`src/core/mcpl_pkg.sv`:
```
// Purpose: shared constants and types for the motion controller pin logic
// Assumes: one 100 MHz clock, synchronous pin inputs
// Notes:   register offsets are 6-bit host addresses
package mcpl_pkg;
  localparam int          ADDR_W          = 6;
  localparam int          DATA_W          = 8;
  localparam int          MEM_DEPTH       = 64;
  localparam logic [5:0]  STATUS_ADDR     = 6'h07;
  localparam logic [5:0]  MOTOR_CMD_ADDR  = 6'h08;
  localparam logic [5:0]  PWM_CMD_ADDR    = 6'h09;
  localparam logic [5:0]  SAMPLE_TMR_ADDR = 6'h0f;
  localparam logic [5:0]  VEL_CMD_ADDR    = 6'h0b;
  localparam logic [5:0]  FLAG_REG_ADDR   = 6'h00;
  localparam int          STS_CFG_W       = 4;
  localparam int          STS_PROF_BIT    = 4;
  localparam int          STS_IDLE_BIT    = 5;
  localparam int          STS_STOP_BIT    = 6;
  localparam int          STS_LIMIT_BIT   = 7;
  localparam logic [7:0]  MC_ZERO         = 8'h80;
  localparam logic [6:0]  PWM_PERIOD      = 7'h64;
  localparam logic [7:0]  SAMPLE_RELOAD_RST = 8'h40;
  localparam logic [7:0]  DECEL_STEP      = 8'h01;

  typedef enum logic [3:0] {
    MCPL_RESET = 4'h1,
    MCPL_IDLE  = 4'h2,
    MCPL_CTRL  = 4'h4,
    MCPL_PROF  = 4'h8
  } mcpl_mode_e;

  typedef struct packed {
    logic ctrl_a;
    logic ctrl_b;
    logic ctrl_c;
  } mcpl_mode_flags_s;

  typedef struct packed {
    logic       ale_n;
    logic       cs_n;
    logic       rd_wr_n;
    logic       oe_n;
    logic [7:0] data_in;
  } mcpl_host_s;
endpackage

```
`src/core/mcpl_top.sv`:
```
// Purpose: pin-level logic of a digital motion controller
// Assumes: host strobes and pins synchronous to i_ref_clk; encoder pre-filtered
// Notes:   filter and profile algorithms are outside; a simple decel stands in
// Behaviour
// eight-bit host port; low six lines carry address during address phase.
// address strobe captures low six bus lines into the address latch.
// chip select with write stores bus data at the latched address.
// chip select with read copies addressed location into output latch.
// host asserts output enable; device drives output latch onto bus then.
// encoder supplies two quadrature channels a quarter period apart.
// index used only for commutation; either polarity accepted.
// low limit input sets limit flag, readable in status register.
// limit flag forces idle before next sample and zero motor command.
// limit entry to idle leaves the three mode flags unchanged.
// host should clear all mode flags after a limit event.
// low stop input sets stop flag; acts only in integral velocity mode.
// stop decelerates command to zero, held until cleared and new velocity.
// emergency flag clears only after pin high and then status write.
// such a status write clears flag; low four bits update configuration.
// sync acts only in idle mode.
// sync low in idle clears and holds sample timer at zero.
// sync high restarts timer counting down from reload value.
// host ties sync lines together and drives one low pulse.
// eight-bit offset-binary motor command, top bit on highest line.
// pulse period of 100 clocks, high time proportional to magnitude.
// sign output gives polarity of the pulse output.
// profile output high during profiled move; idle output high in idle.
// reset clears all logic and enters reset mode; the register memory array is not reset.
// limit, stop and sync sampled on rising clock edges before use.
`timescale 1ns/100ps
`default_nettype none
module mcpl_top (
  input  wire logic       i_ref_clk,
  input  wire logic       i_rstn,
  input  wire logic       i_ale_n,
  input  wire logic       i_cs_n,
  input  wire logic       i_rd_wr_n,
  input  wire logic       i_oe_n,
  input  wire logic [5:0] i_muxed_addr_data_low,
  input  wire logic [1:0] i_data_only_high_lines,
  output logic      [7:0] o_data,
  output logic            o_data_oe,
  input  wire logic       i_quad_input_a,
  input  wire logic       i_quad_input_b,
  input  wire logic       i_index,
  input  wire logic       i_limit_n,
  input  wire logic       i_stop_n,
  input  wire logic       i_sync_n,
  input  wire logic       i_run_ctrl,
  input  wire logic       i_run_prof,
  input  wire logic       i_int_vel_mode,
  input  wire logic [7:0] i_filter_cmd,
  output logic      [7:0] o_motor_cmd_out,
  output logic            o_pulse,
  output logic            o_sign,
  output logic      [3:0] o_winding_enable_outs,
  output logic            o_prof,
  output logic            o_idle,
  output logic      [2:0] o_mode_flags,
  output logic            o_sample_tick
);
  // reset release through two flops
  logic rst_s1_r;
  logic rst_n;
  always_ff @(posedge i_ref_clk or negedge i_rstn) begin
    if (!i_rstn) begin
      rst_s1_r <= 1'b0;
      rst_n    <= 1'b0;
    end else begin
      rst_s1_r <= 1'b1;
      rst_n    <= rst_s1_r;
    end
  end

  function automatic logic [7:0] mcpl_mag(input logic [7:0] cmd);
    mcpl_mag = cmd[7] ? (cmd - mcpl_pkg::MC_ZERO) : (mcpl_pkg::MC_ZERO - cmd);
  endfunction

  // full host bus: low six muxed, high two data only
  wire logic [7:0] bus_in = {i_data_only_high_lines, i_muxed_addr_data_low};

  // edge detection on chip select; it acts once on its falling edge
  logic cs_d_r;
  wire logic cs_fall  = cs_d_r & ~i_cs_n;
  wire logic wr_stb   = cs_fall & ~i_rd_wr_n;
  wire logic rd_stb   = cs_fall & i_rd_wr_n;

  logic [5:0] addr_r;
  logic [7:0] out_latch_r;
  logic       rd_pend_r;
  logic [3:0] sts_cfg_r;
  logic [7:0] motor_cmd_r;
  logic [7:0] vel_cmd_r;
  logic       vel_new_r;
  logic [7:0] reload_r;
  logic [7:0] timer_r;
  logic       limit_flag_r;
  logic       stop_flag_r;
  logic       limit_pin_hi_r;
  logic       stop_pin_hi_r;
  logic       stop_hold_r;
  logic [6:0] pwm_cnt_r;
  logic       pwm_r;
  logic       sign_r;
  logic [3:0] ring_r;
  logic       index_d_r;
  logic [1:0] quad_d_r;
  mcpl_pkg::mcpl_mode_e       mode_r;
  mcpl_pkg::mcpl_mode_e       mode_nxt;
  mcpl_pkg::mcpl_mode_flags_s flags_r;

  // sampled emergency and sync inputs, one flop each
  logic limit_s_r;
  logic stop_s_r;
  logic sync_s_r;
  logic sync_d_r;
  always_ff @(posedge i_ref_clk or negedge rst_n) begin
    if (!rst_n) begin
      limit_s_r <= 1'b1;
      stop_s_r  <= 1'b1;
      sync_s_r  <= 1'b1;
      sync_d_r  <= 1'b1;
    end else begin
      limit_s_r <= i_limit_n;
      stop_s_r  <= i_stop_n;
      sync_s_r  <= i_sync_n;
      sync_d_r  <= sync_s_r;
    end
  end

  // register memory for locations without dedicated logic
  logic [7:0] mem_rdata;
  wire logic is_status = (addr_r == mcpl_pkg::STATUS_ADDR);
  wire logic is_mc     = (addr_r == mcpl_pkg::MOTOR_CMD_ADDR);
  wire logic is_tmr    = (addr_r == mcpl_pkg::SAMPLE_TMR_ADDR);
  wire logic is_vel    = (addr_r == mcpl_pkg::VEL_CMD_ADDR);
  wire logic is_flag   = (addr_r == mcpl_pkg::FLAG_REG_ADDR);
  mcpl_regmem u_mem (
    .i_ref_clk (i_ref_clk),
    .i_we      (wr_stb),
    .i_waddr   (addr_r),
    .i_wdata   (bus_in),
    .i_raddr   (addr_r),
    .o_rdata   (mem_rdata)
  );

  wire logic in_idle  = (mode_r == mcpl_pkg::MCPL_IDLE) | (mode_r == mcpl_pkg::MCPL_RESET);
  wire logic [7:0] status_val = {limit_flag_r, stop_flag_r, in_idle,
                                 (mode_r == mcpl_pkg::MCPL_PROF), sts_cfg_r};
  wire logic [7:0] read_val = is_status ? status_val :
                              is_mc     ? motor_cmd_r :
                              is_tmr    ? reload_r :
                              is_flag   ? {5'h00, flags_r} : mem_rdata;

  // host bus: address latch, output latch, read pending one cycle for memory
  always_ff @(posedge i_ref_clk or negedge rst_n) begin
    if (!rst_n) begin
      cs_d_r      <= 1'b1;
      addr_r      <= 6'h00;
      out_latch_r <= 8'h00;
      rd_pend_r   <= 1'b0;
    end else begin
      cs_d_r  <= i_cs_n;
      if (!i_ale_n) begin
        addr_r <= i_muxed_addr_data_low;
      end
      rd_pend_r <= rd_stb;
      if (rd_pend_r) begin
        out_latch_r <= read_val;
      end
    end
  end

  assign o_data    = out_latch_r;
  assign o_data_oe = ~i_oe_n;

  // emergency flags: set wins; clear needs pin back high, then a status write
  wire logic status_wr = wr_stb & is_status;
  always_ff @(posedge i_ref_clk or negedge rst_n) begin
    if (!rst_n) begin
      limit_flag_r   <= 1'b0;
      stop_flag_r    <= 1'b0;
      limit_pin_hi_r <= 1'b0;
      stop_pin_hi_r  <= 1'b0;
      sts_cfg_r      <= 4'h0;
    end else begin
      if (status_wr) begin
        sts_cfg_r <= bus_in[mcpl_pkg::STS_CFG_W-1:0];
      end
      if (!limit_s_r) begin
        limit_flag_r   <= 1'b1;
        limit_pin_hi_r <= 1'b0;
      end else if (limit_flag_r && limit_pin_hi_r && status_wr) begin
        limit_flag_r   <= 1'b0;
        limit_pin_hi_r <= 1'b0;
      end else if (limit_flag_r) begin
        limit_pin_hi_r <= 1'b1;
      end
      if (!stop_s_r) begin
        stop_flag_r   <= 1'b1;
        stop_pin_hi_r <= 1'b0;
      end else if (stop_flag_r && stop_pin_hi_r && status_wr) begin
        stop_flag_r   <= 1'b0;
        stop_pin_hi_r <= 1'b0;
      end else if (stop_flag_r) begin
        stop_pin_hi_r <= 1'b1;
      end
    end
  end

  // sample timer: sync only honoured in idle
  wire logic sync_hold  = in_idle & ~sync_s_r;
  wire logic sync_rise  = in_idle & sync_s_r & ~sync_d_r;
  wire logic tmr_zero   = (timer_r == 8'h00);
  // no sample on sync release: the held zero is not a count end, the reload starts then
  wire logic sample     = tmr_zero & ~sync_hold & ~sync_rise;
  always_ff @(posedge i_ref_clk or negedge rst_n) begin
    if (!rst_n) begin
      timer_r  <= 8'h00;
      reload_r <= mcpl_pkg::SAMPLE_RELOAD_RST;
    end else begin
      if (wr_stb && is_tmr) begin
        reload_r <= bus_in;
      end
      if (sync_hold) begin
        timer_r <= 8'h00;
      end else if (sync_rise || tmr_zero) begin
        timer_r <= reload_r;
      end else begin
        timer_r <= timer_r - 8'h01;
      end
    end
  end
  assign o_sample_tick = sample;

  // mode machine; limit overrides any control mode, mode flags untouched
  always_comb begin
    mode_nxt = mode_r;
    unique case (mode_r)
      mcpl_pkg::MCPL_RESET: mode_nxt = mcpl_pkg::MCPL_IDLE;
      mcpl_pkg::MCPL_IDLE:  if (i_run_prof && !limit_flag_r) mode_nxt = mcpl_pkg::MCPL_PROF;
                            else if (i_run_ctrl && !limit_flag_r) mode_nxt = mcpl_pkg::MCPL_CTRL;
      mcpl_pkg::MCPL_CTRL:  if (!i_run_ctrl) mode_nxt = mcpl_pkg::MCPL_IDLE;
      mcpl_pkg::MCPL_PROF:  if (!i_run_prof) mode_nxt = mcpl_pkg::MCPL_CTRL;
    endcase
    if (limit_flag_r && mode_r != mcpl_pkg::MCPL_RESET) begin
      mode_nxt = mcpl_pkg::MCPL_IDLE;
    end
  end

  always_ff @(posedge i_ref_clk or negedge rst_n) begin
    if (!rst_n) begin
      mode_r  <= mcpl_pkg::MCPL_RESET;
      flags_r <= '0;
    end else begin
      mode_r <= mode_nxt;
      // only host writes to the flag location change the mode flags
      if (wr_stb && is_flag) begin
        flags_r <= bus_in[2:0];
      end
    end
  end
  assign o_mode_flags = flags_r;

  // motor command: zero on limit, decel on stop in integral velocity mode
  wire logic in_ctrl  = (mode_r == mcpl_pkg::MCPL_CTRL) | (mode_r == mcpl_pkg::MCPL_PROF);
  wire logic stop_act = stop_flag_r & i_int_vel_mode & in_ctrl;
  wire logic [7:0] decel_cmd = (motor_cmd_r == mcpl_pkg::MC_ZERO) ? mcpl_pkg::MC_ZERO :
                               motor_cmd_r[7] ? motor_cmd_r - mcpl_pkg::DECEL_STEP :
                                                motor_cmd_r + mcpl_pkg::DECEL_STEP;
  always_ff @(posedge i_ref_clk or negedge rst_n) begin
    if (!rst_n) begin
      motor_cmd_r <= mcpl_pkg::MC_ZERO;
      vel_cmd_r   <= mcpl_pkg::MC_ZERO;
      vel_new_r   <= 1'b0;
      stop_hold_r <= 1'b0;
    end else begin
      if (wr_stb && is_vel) begin
        vel_cmd_r <= bus_in;
        vel_new_r <= 1'b1;
      end
      if (stop_act) begin
        stop_hold_r <= 1'b1;
        vel_new_r   <= 1'b0;
      end else if (stop_hold_r && !stop_flag_r && vel_new_r) begin
        stop_hold_r <= 1'b0;
      end
      if (limit_flag_r) begin
        motor_cmd_r <= mcpl_pkg::MC_ZERO;
      end else if (in_ctrl && sample) begin
        if (stop_hold_r || stop_act) begin
          motor_cmd_r <= decel_cmd;
        end else if (i_int_vel_mode) begin
          motor_cmd_r <= vel_cmd_r;
        end else begin
          motor_cmd_r <= i_filter_cmd;
        end
      end else if (in_idle && wr_stb && is_mc) begin
        motor_cmd_r <= bus_in;
      end
    end
  end
  assign o_motor_cmd_out = motor_cmd_r;

  // pwm: period 100 clocks, high for magnitude clocks, saturates at full
  wire logic [7:0] mag = mcpl_mag(motor_cmd_r);
  wire logic       cnt_wrap = (pwm_cnt_r == (mcpl_pkg::PWM_PERIOD - 7'h01));
  always_ff @(posedge i_ref_clk or negedge rst_n) begin
    if (!rst_n) begin
      pwm_cnt_r <= 7'h00;
      pwm_r     <= 1'b0;
      sign_r    <= 1'b0;
    end else begin
      pwm_cnt_r <= cnt_wrap ? 7'h00 : pwm_cnt_r + 7'h01;
      pwm_r     <= ({1'b0, pwm_cnt_r} < mag);
      sign_r    <= ~motor_cmd_r[7];
    end
  end
  assign o_pulse = pwm_r;
  assign o_sign  = sign_r;

  // commutation ring, reset by index edge of either polarity
  always_ff @(posedge i_ref_clk or negedge rst_n) begin
    if (!rst_n) begin
      ring_r    <= 4'h1;
      index_d_r <= 1'b0;
      quad_d_r  <= 2'h0;
    end else begin
      index_d_r <= i_index;
      quad_d_r  <= {i_quad_input_a, i_quad_input_b};
      if (index_d_r != i_index) begin
        ring_r <= 4'h1;
      end else if (in_ctrl && (quad_d_r != {i_quad_input_a, i_quad_input_b})) begin
        ring_r <= {ring_r[2:0], ring_r[3]};
      end
    end
  end
  assign o_winding_enable_outs = in_ctrl ? ring_r : 4'h0;

  assign o_prof = (mode_r == mcpl_pkg::MCPL_PROF);
  assign o_idle = in_idle;
endmodule
`default_nettype wire

```
`src/core/mcpl_regmem.sv`:
```
// Purpose: 64 x 8 register memory with registered read data
// Assumes: single write port, single read port, one clock
// Notes:   no reset on the array; contents are undefined until written
`timescale 1ns/100ps
`default_nettype none
module mcpl_regmem (
  input  wire logic       i_ref_clk,
  input  wire logic       i_we,
  input  wire logic [5:0] i_waddr,
  input  wire logic [7:0] i_wdata,
  input  wire logic [5:0] i_raddr,
  output logic      [7:0] o_rdata
);
  logic [7:0] mem_r [0:mcpl_pkg::MEM_DEPTH-1];

  always_ff @(posedge i_ref_clk) begin
    if (i_we) begin
      mem_r[i_waddr] <= i_wdata;
    end
    o_rdata <= mem_r[i_raddr];
  end
endmodule
`default_nettype wire

```
`config.mk`:
```
export PLATFORM = sky130hd
export DESIGN_NAME = mcpl_top
export DESIGN_NICKNAME = d
export VERILOG_FILES = /design/src/core/mcpl_pkg.sv /design/src/core/mcpl_top.sv /design/src/core/mcpl_regmem.sv
export SDC_FILE = /design/constraint.sdc
export NUM_CORES = 1
export LEC_CHECK = 0
export CORE_MARGIN = 10
export CORE_UTILIZATION = 50
export CTS_BUF_LIST = sky130_fd_sc_hd__clkbuf_8
export CTS_CLUSTER_DIAMETER = 100
export DETAILED_ROUTE_END_ITERATION = 7
export DONT_BUFFER_PORTS = 1
export HOLD_SLACK_MARGIN = 0.06
export SYNTH_ARGS = -nofsm -noshare
export SYNTH_HDL_FRONTEND = slang
export SYNTH_HIERARCHICAL = 1
export SYNTH_SLANG_ARGS = --single-unit
```
`constraint.sdc`:
```
create_clock -name i_ref_clk -period 4.6 [get_ports i_ref_clk]
set_clock_uncertainty 0.1 [all_clocks]
set_input_delay 0.69 -clock i_ref_clk [delete_from_list [all_inputs] [get_ports i_ref_clk]]
set_output_delay 0.69 -clock i_ref_clk [all_outputs]
set_load 0.01 [all_outputs]
```
==> impl_metrics.ini <==
[detailed_routing]
drt_pass1_iterations = 8
vias = 13064
wl_per_cell_um = 26.4
drt-total-wl_mm = 58.2
drc_errors = 0
viasPerCell = 5.91
drtIter0Drc = 1161
antenna_left = 0

[placement]
port_buffers = 0
place.gp.congestion = 0.800
placed_cell_area_sq_mm = 0.0256
dp_slack_ns = 1.14
dpl.hpwl_mm = 34.1

[sta]
finalHoldViolations = 0
rsz0062_at_grt = no
finalSetupViolCount = 0
setup_ws_ns = 1.32
setup_tns_ns = 0
slew_violations = 0
fin_crit_ns = 3.28
fin_crit_sh_pct = 71.2
worstMarginPinSlew_ns = 0.951
slew_headroom_pct = 36.4
max_freq_mhz = 305

[logic_synthesis]
synth_cells = 1375
yosysSeqAreaShare_pct = 71.0
synth_edf_count = 512
synthesis.nets = 1424
synth_area_sq_mm = 0.0250
synth-async-reset-ratio_pct = 14.3
synth_ff_type = edfxtp_1
synth_area_per_cell_sq_um = 18.1
synth_top_area_cell = edfxtp_1
synth-seq-cells = 607
synth_top_area_share_pct = 61.6
synth_warnings = 6
synth_area_leaders = edfxtp_1 (62%), mux4_2 (11%), dfrtp_1 (7.7%)
synth_cell_types = 82

[power]
seq_power_share_pct = 52.7
clkPwrFrac_pct = 38.4
cellInternalPower_w = 0.00900
peakVddDrop_uv = 207
switchingPower_w = 0.00284
power_frac_comb_pct = 8.8
power_density_mw_per_mm2 = 424
p_leak_nw = 9.43
sw_frac_of_total_pct = 24.0

[clock_network]
tritoncts = built
htree_num_levels = 3
cts_root_buf = clkbuf_8
cts_made_buffers = 99
cts_resized = 0
clkTransAtPathRegs_ns = 0.06
clk_path_buf_depth = 3
clk_latency_ns = 0.68
clock_sinks = 607

[floorplan]
rows = 81
fp.dieW_um = 243
ioPinCount = 60
start_util_pct = 50.8
fp.dieArea_sq_mm = 0.0592
core_area_sq_mm = 0.0492
die_h_um = 243

[critical_path]
path_class = reg -> reg
cp_max_fo = 10
r2r_end = u_mem/mem_r[22][6]
endpoint = u_mem/mem_r[22][6]
reg2reg_from = cs_d_r
cp.arrival_ns = 3.47
r2r_setup_slack_ns = 1.32
crit_required_ns = 4.80
startpoint = cs_d_r
end_kind = flip-flop
worstRegToRegCells = 5
start_kind = flip-flop

[global_routing]
busiest_layer = met2
grt_pass1_wl_mm = 88.3
grt_max_degree = 71
antenna_found_initial = 1
grt_pass1_vias = 13501
met1_usage_pct = 26.8
overflow = 0
gr-usage-met2_pct = 31.2
gr-usage-all-layers_pct = 19.8
met3_usage_pct = 4.72

[finish]
nNetsFinal = 1510
fill_cells = 3842
synthToLayoutAreaGrowth_pct = 12.0
design_area_sq_mm = 0.0279
layout-drive-gt1-share_pct = 25.1

[job]
max_cap_violations = 0

[run_status]
status = finished clean

[min_path]
hold_path_class = in -> async
[critical path, stage by stage (launching register included)]
cell and delay (ns):
dfstp_2 0.52, or3b_4 0.41, inv_1 0.30, nor2b_1 0.29, nand3_1 0.51, nor2_1 0.74
[how the worst min path moves through the flow]
stage / to / slack, ns / cells past startpoint
3_3_place_gp: rst_n / 0.24 / 0
6_report: rst_n / 0.15 / 1
5_1_grt: rst_s1_r / 0.13 / 1
3_5_place_dp: rst_n / 0.24 / 0
4_1_cts: rst_n / 0.09 / 1
2_1_floorplan: rst_n / 0.23 / 0
[synthesized netlist by cell type, drive strengths merged (12+ instances only)]
cell type / count
edfxtp: 512
nand3: 38
clkbuf: 24
nand2b: 12
o21ai: 15
mux2: 50
nand2: 39
inv: 15
dfrtp: 77
mux4: 126
nor2: 116
nor3: 16
nor2b: 17
a21oi: 32
mux2i: 40
ha: 17
xnor2: 13
buf: 43
[cell type report]
cell class | count | area (sq um) | area share [%]
inverter | 15 | 56.3 | 0.202
clock inverter | 80 | 512 | 1.83
tap | 664 | 831 | 2.97
sequential | 607 | 17700 | 63.5
antenna | 1 | 2.50 | 0.00896
multi-input combinational | 686 | 6760 | 24.2
timing repair buffer | 52 | 611 | 2.19
clock buffer | 104 | 1430 | 5.12
[cell usage in the layout (no fill, tap or decap), drive strengths merged, types with 9 or more instances in the layout]
master / netlist / routed
nor2b: 17 / 17
xnor2: 13 / 13
nor3: 16 / 16
dlygate4sd3: 0 / 14
clkinv: 0 / 43
inv: 15 / 39
mux4: 126 / 126
dfstp: 10 / 10
edfxtp: 512 / 512
o21ai: 15 / 15
clkbuf: 24 / 104
a221oi: 10 / 10
a21oi: 32 / 32
mux2: 50 / 50
nand3: 38 / 38
o221ai: 10 / 10
nand2b: 12 / 12
nor2: 116 / 116
ha: 17 / 17
xor2: 9 / 9
nand2: 39 / 39
mux2i: 40 / 40
o22ai: 9 / 9
buf: 43 / 38
dfrtp: 77 / 77
[routing by layer]
metal  wire (um)  vias to the layer above
met5           0                        -
met4        1330                        0
met3        3960                       92
met2       27900                      391
met1       25000                     6870
li1            -                     5711
[power groups by stage]
stage | clock (W) | combinational, W | sequential (W)
6_report | 0.00455 | 0.00104 | 0.00625
5_1_grt | 0.00494 | 0.00113 | 0.00626
4_1_cts | 0.00467 | 0.00106 | 0.00625
3_5_place_dp | 0 | 0.000926 | 0.00636
3_3_place_gp | 0 | 0.000919 | 0.00636
2_1_floorplan | 0 | 0.000782 | 0.00626
[kinds of logic after synthesis]
| group | synth area share, % |
|---|---|
| compound gates | 3.90 |
| mux | 15.4 |
| buf+inv | 1.89 |
| fa+ha+maj | 0.933 |
| flops | 71.0 |
| simple gates | 6.02 |
| other cells | 0.0301 |
| xor+xnor | 0.847 |
[flip-flops by register name, summed over array words and instances (netlist names), 2 cells and up]
name	cells
o_motor_cmd_out	8
u_mem/o_rdata	8
vel_cmd_r	8
ring_r	4
mode_r	4
o_mode_flags	3
reload_r	8
quad_d_r	2
o_data	8
sts_cfg_r	4
addr_r	6
pwm_cnt_r	7
u_mem/mem_r	512
timer_r	8
[repair_timing]
action,in CTS,in global routing
setup buffers,0,0
hold buffers,22,0
setup endpoints to repair,0,0
endpoints found under the hold margin,555,0
[per-stage QoR]
step	hold slack, ns	instances	total power, W	util (%)
2_1_floorplan	0.231	1375	0.00704	-
3_3_place_gp	0.236	2002	0.00728	52.2
3_5_place_dp	0.240	2002	0.00728	52.2
4_1_cts	0.0926	2208	0.0120	56.8
5_1_grt	0.128	2208	0.0123	56.8
6_report	0.151	2209	0.0118	56.8
Power figures use the tool's default switching activity.
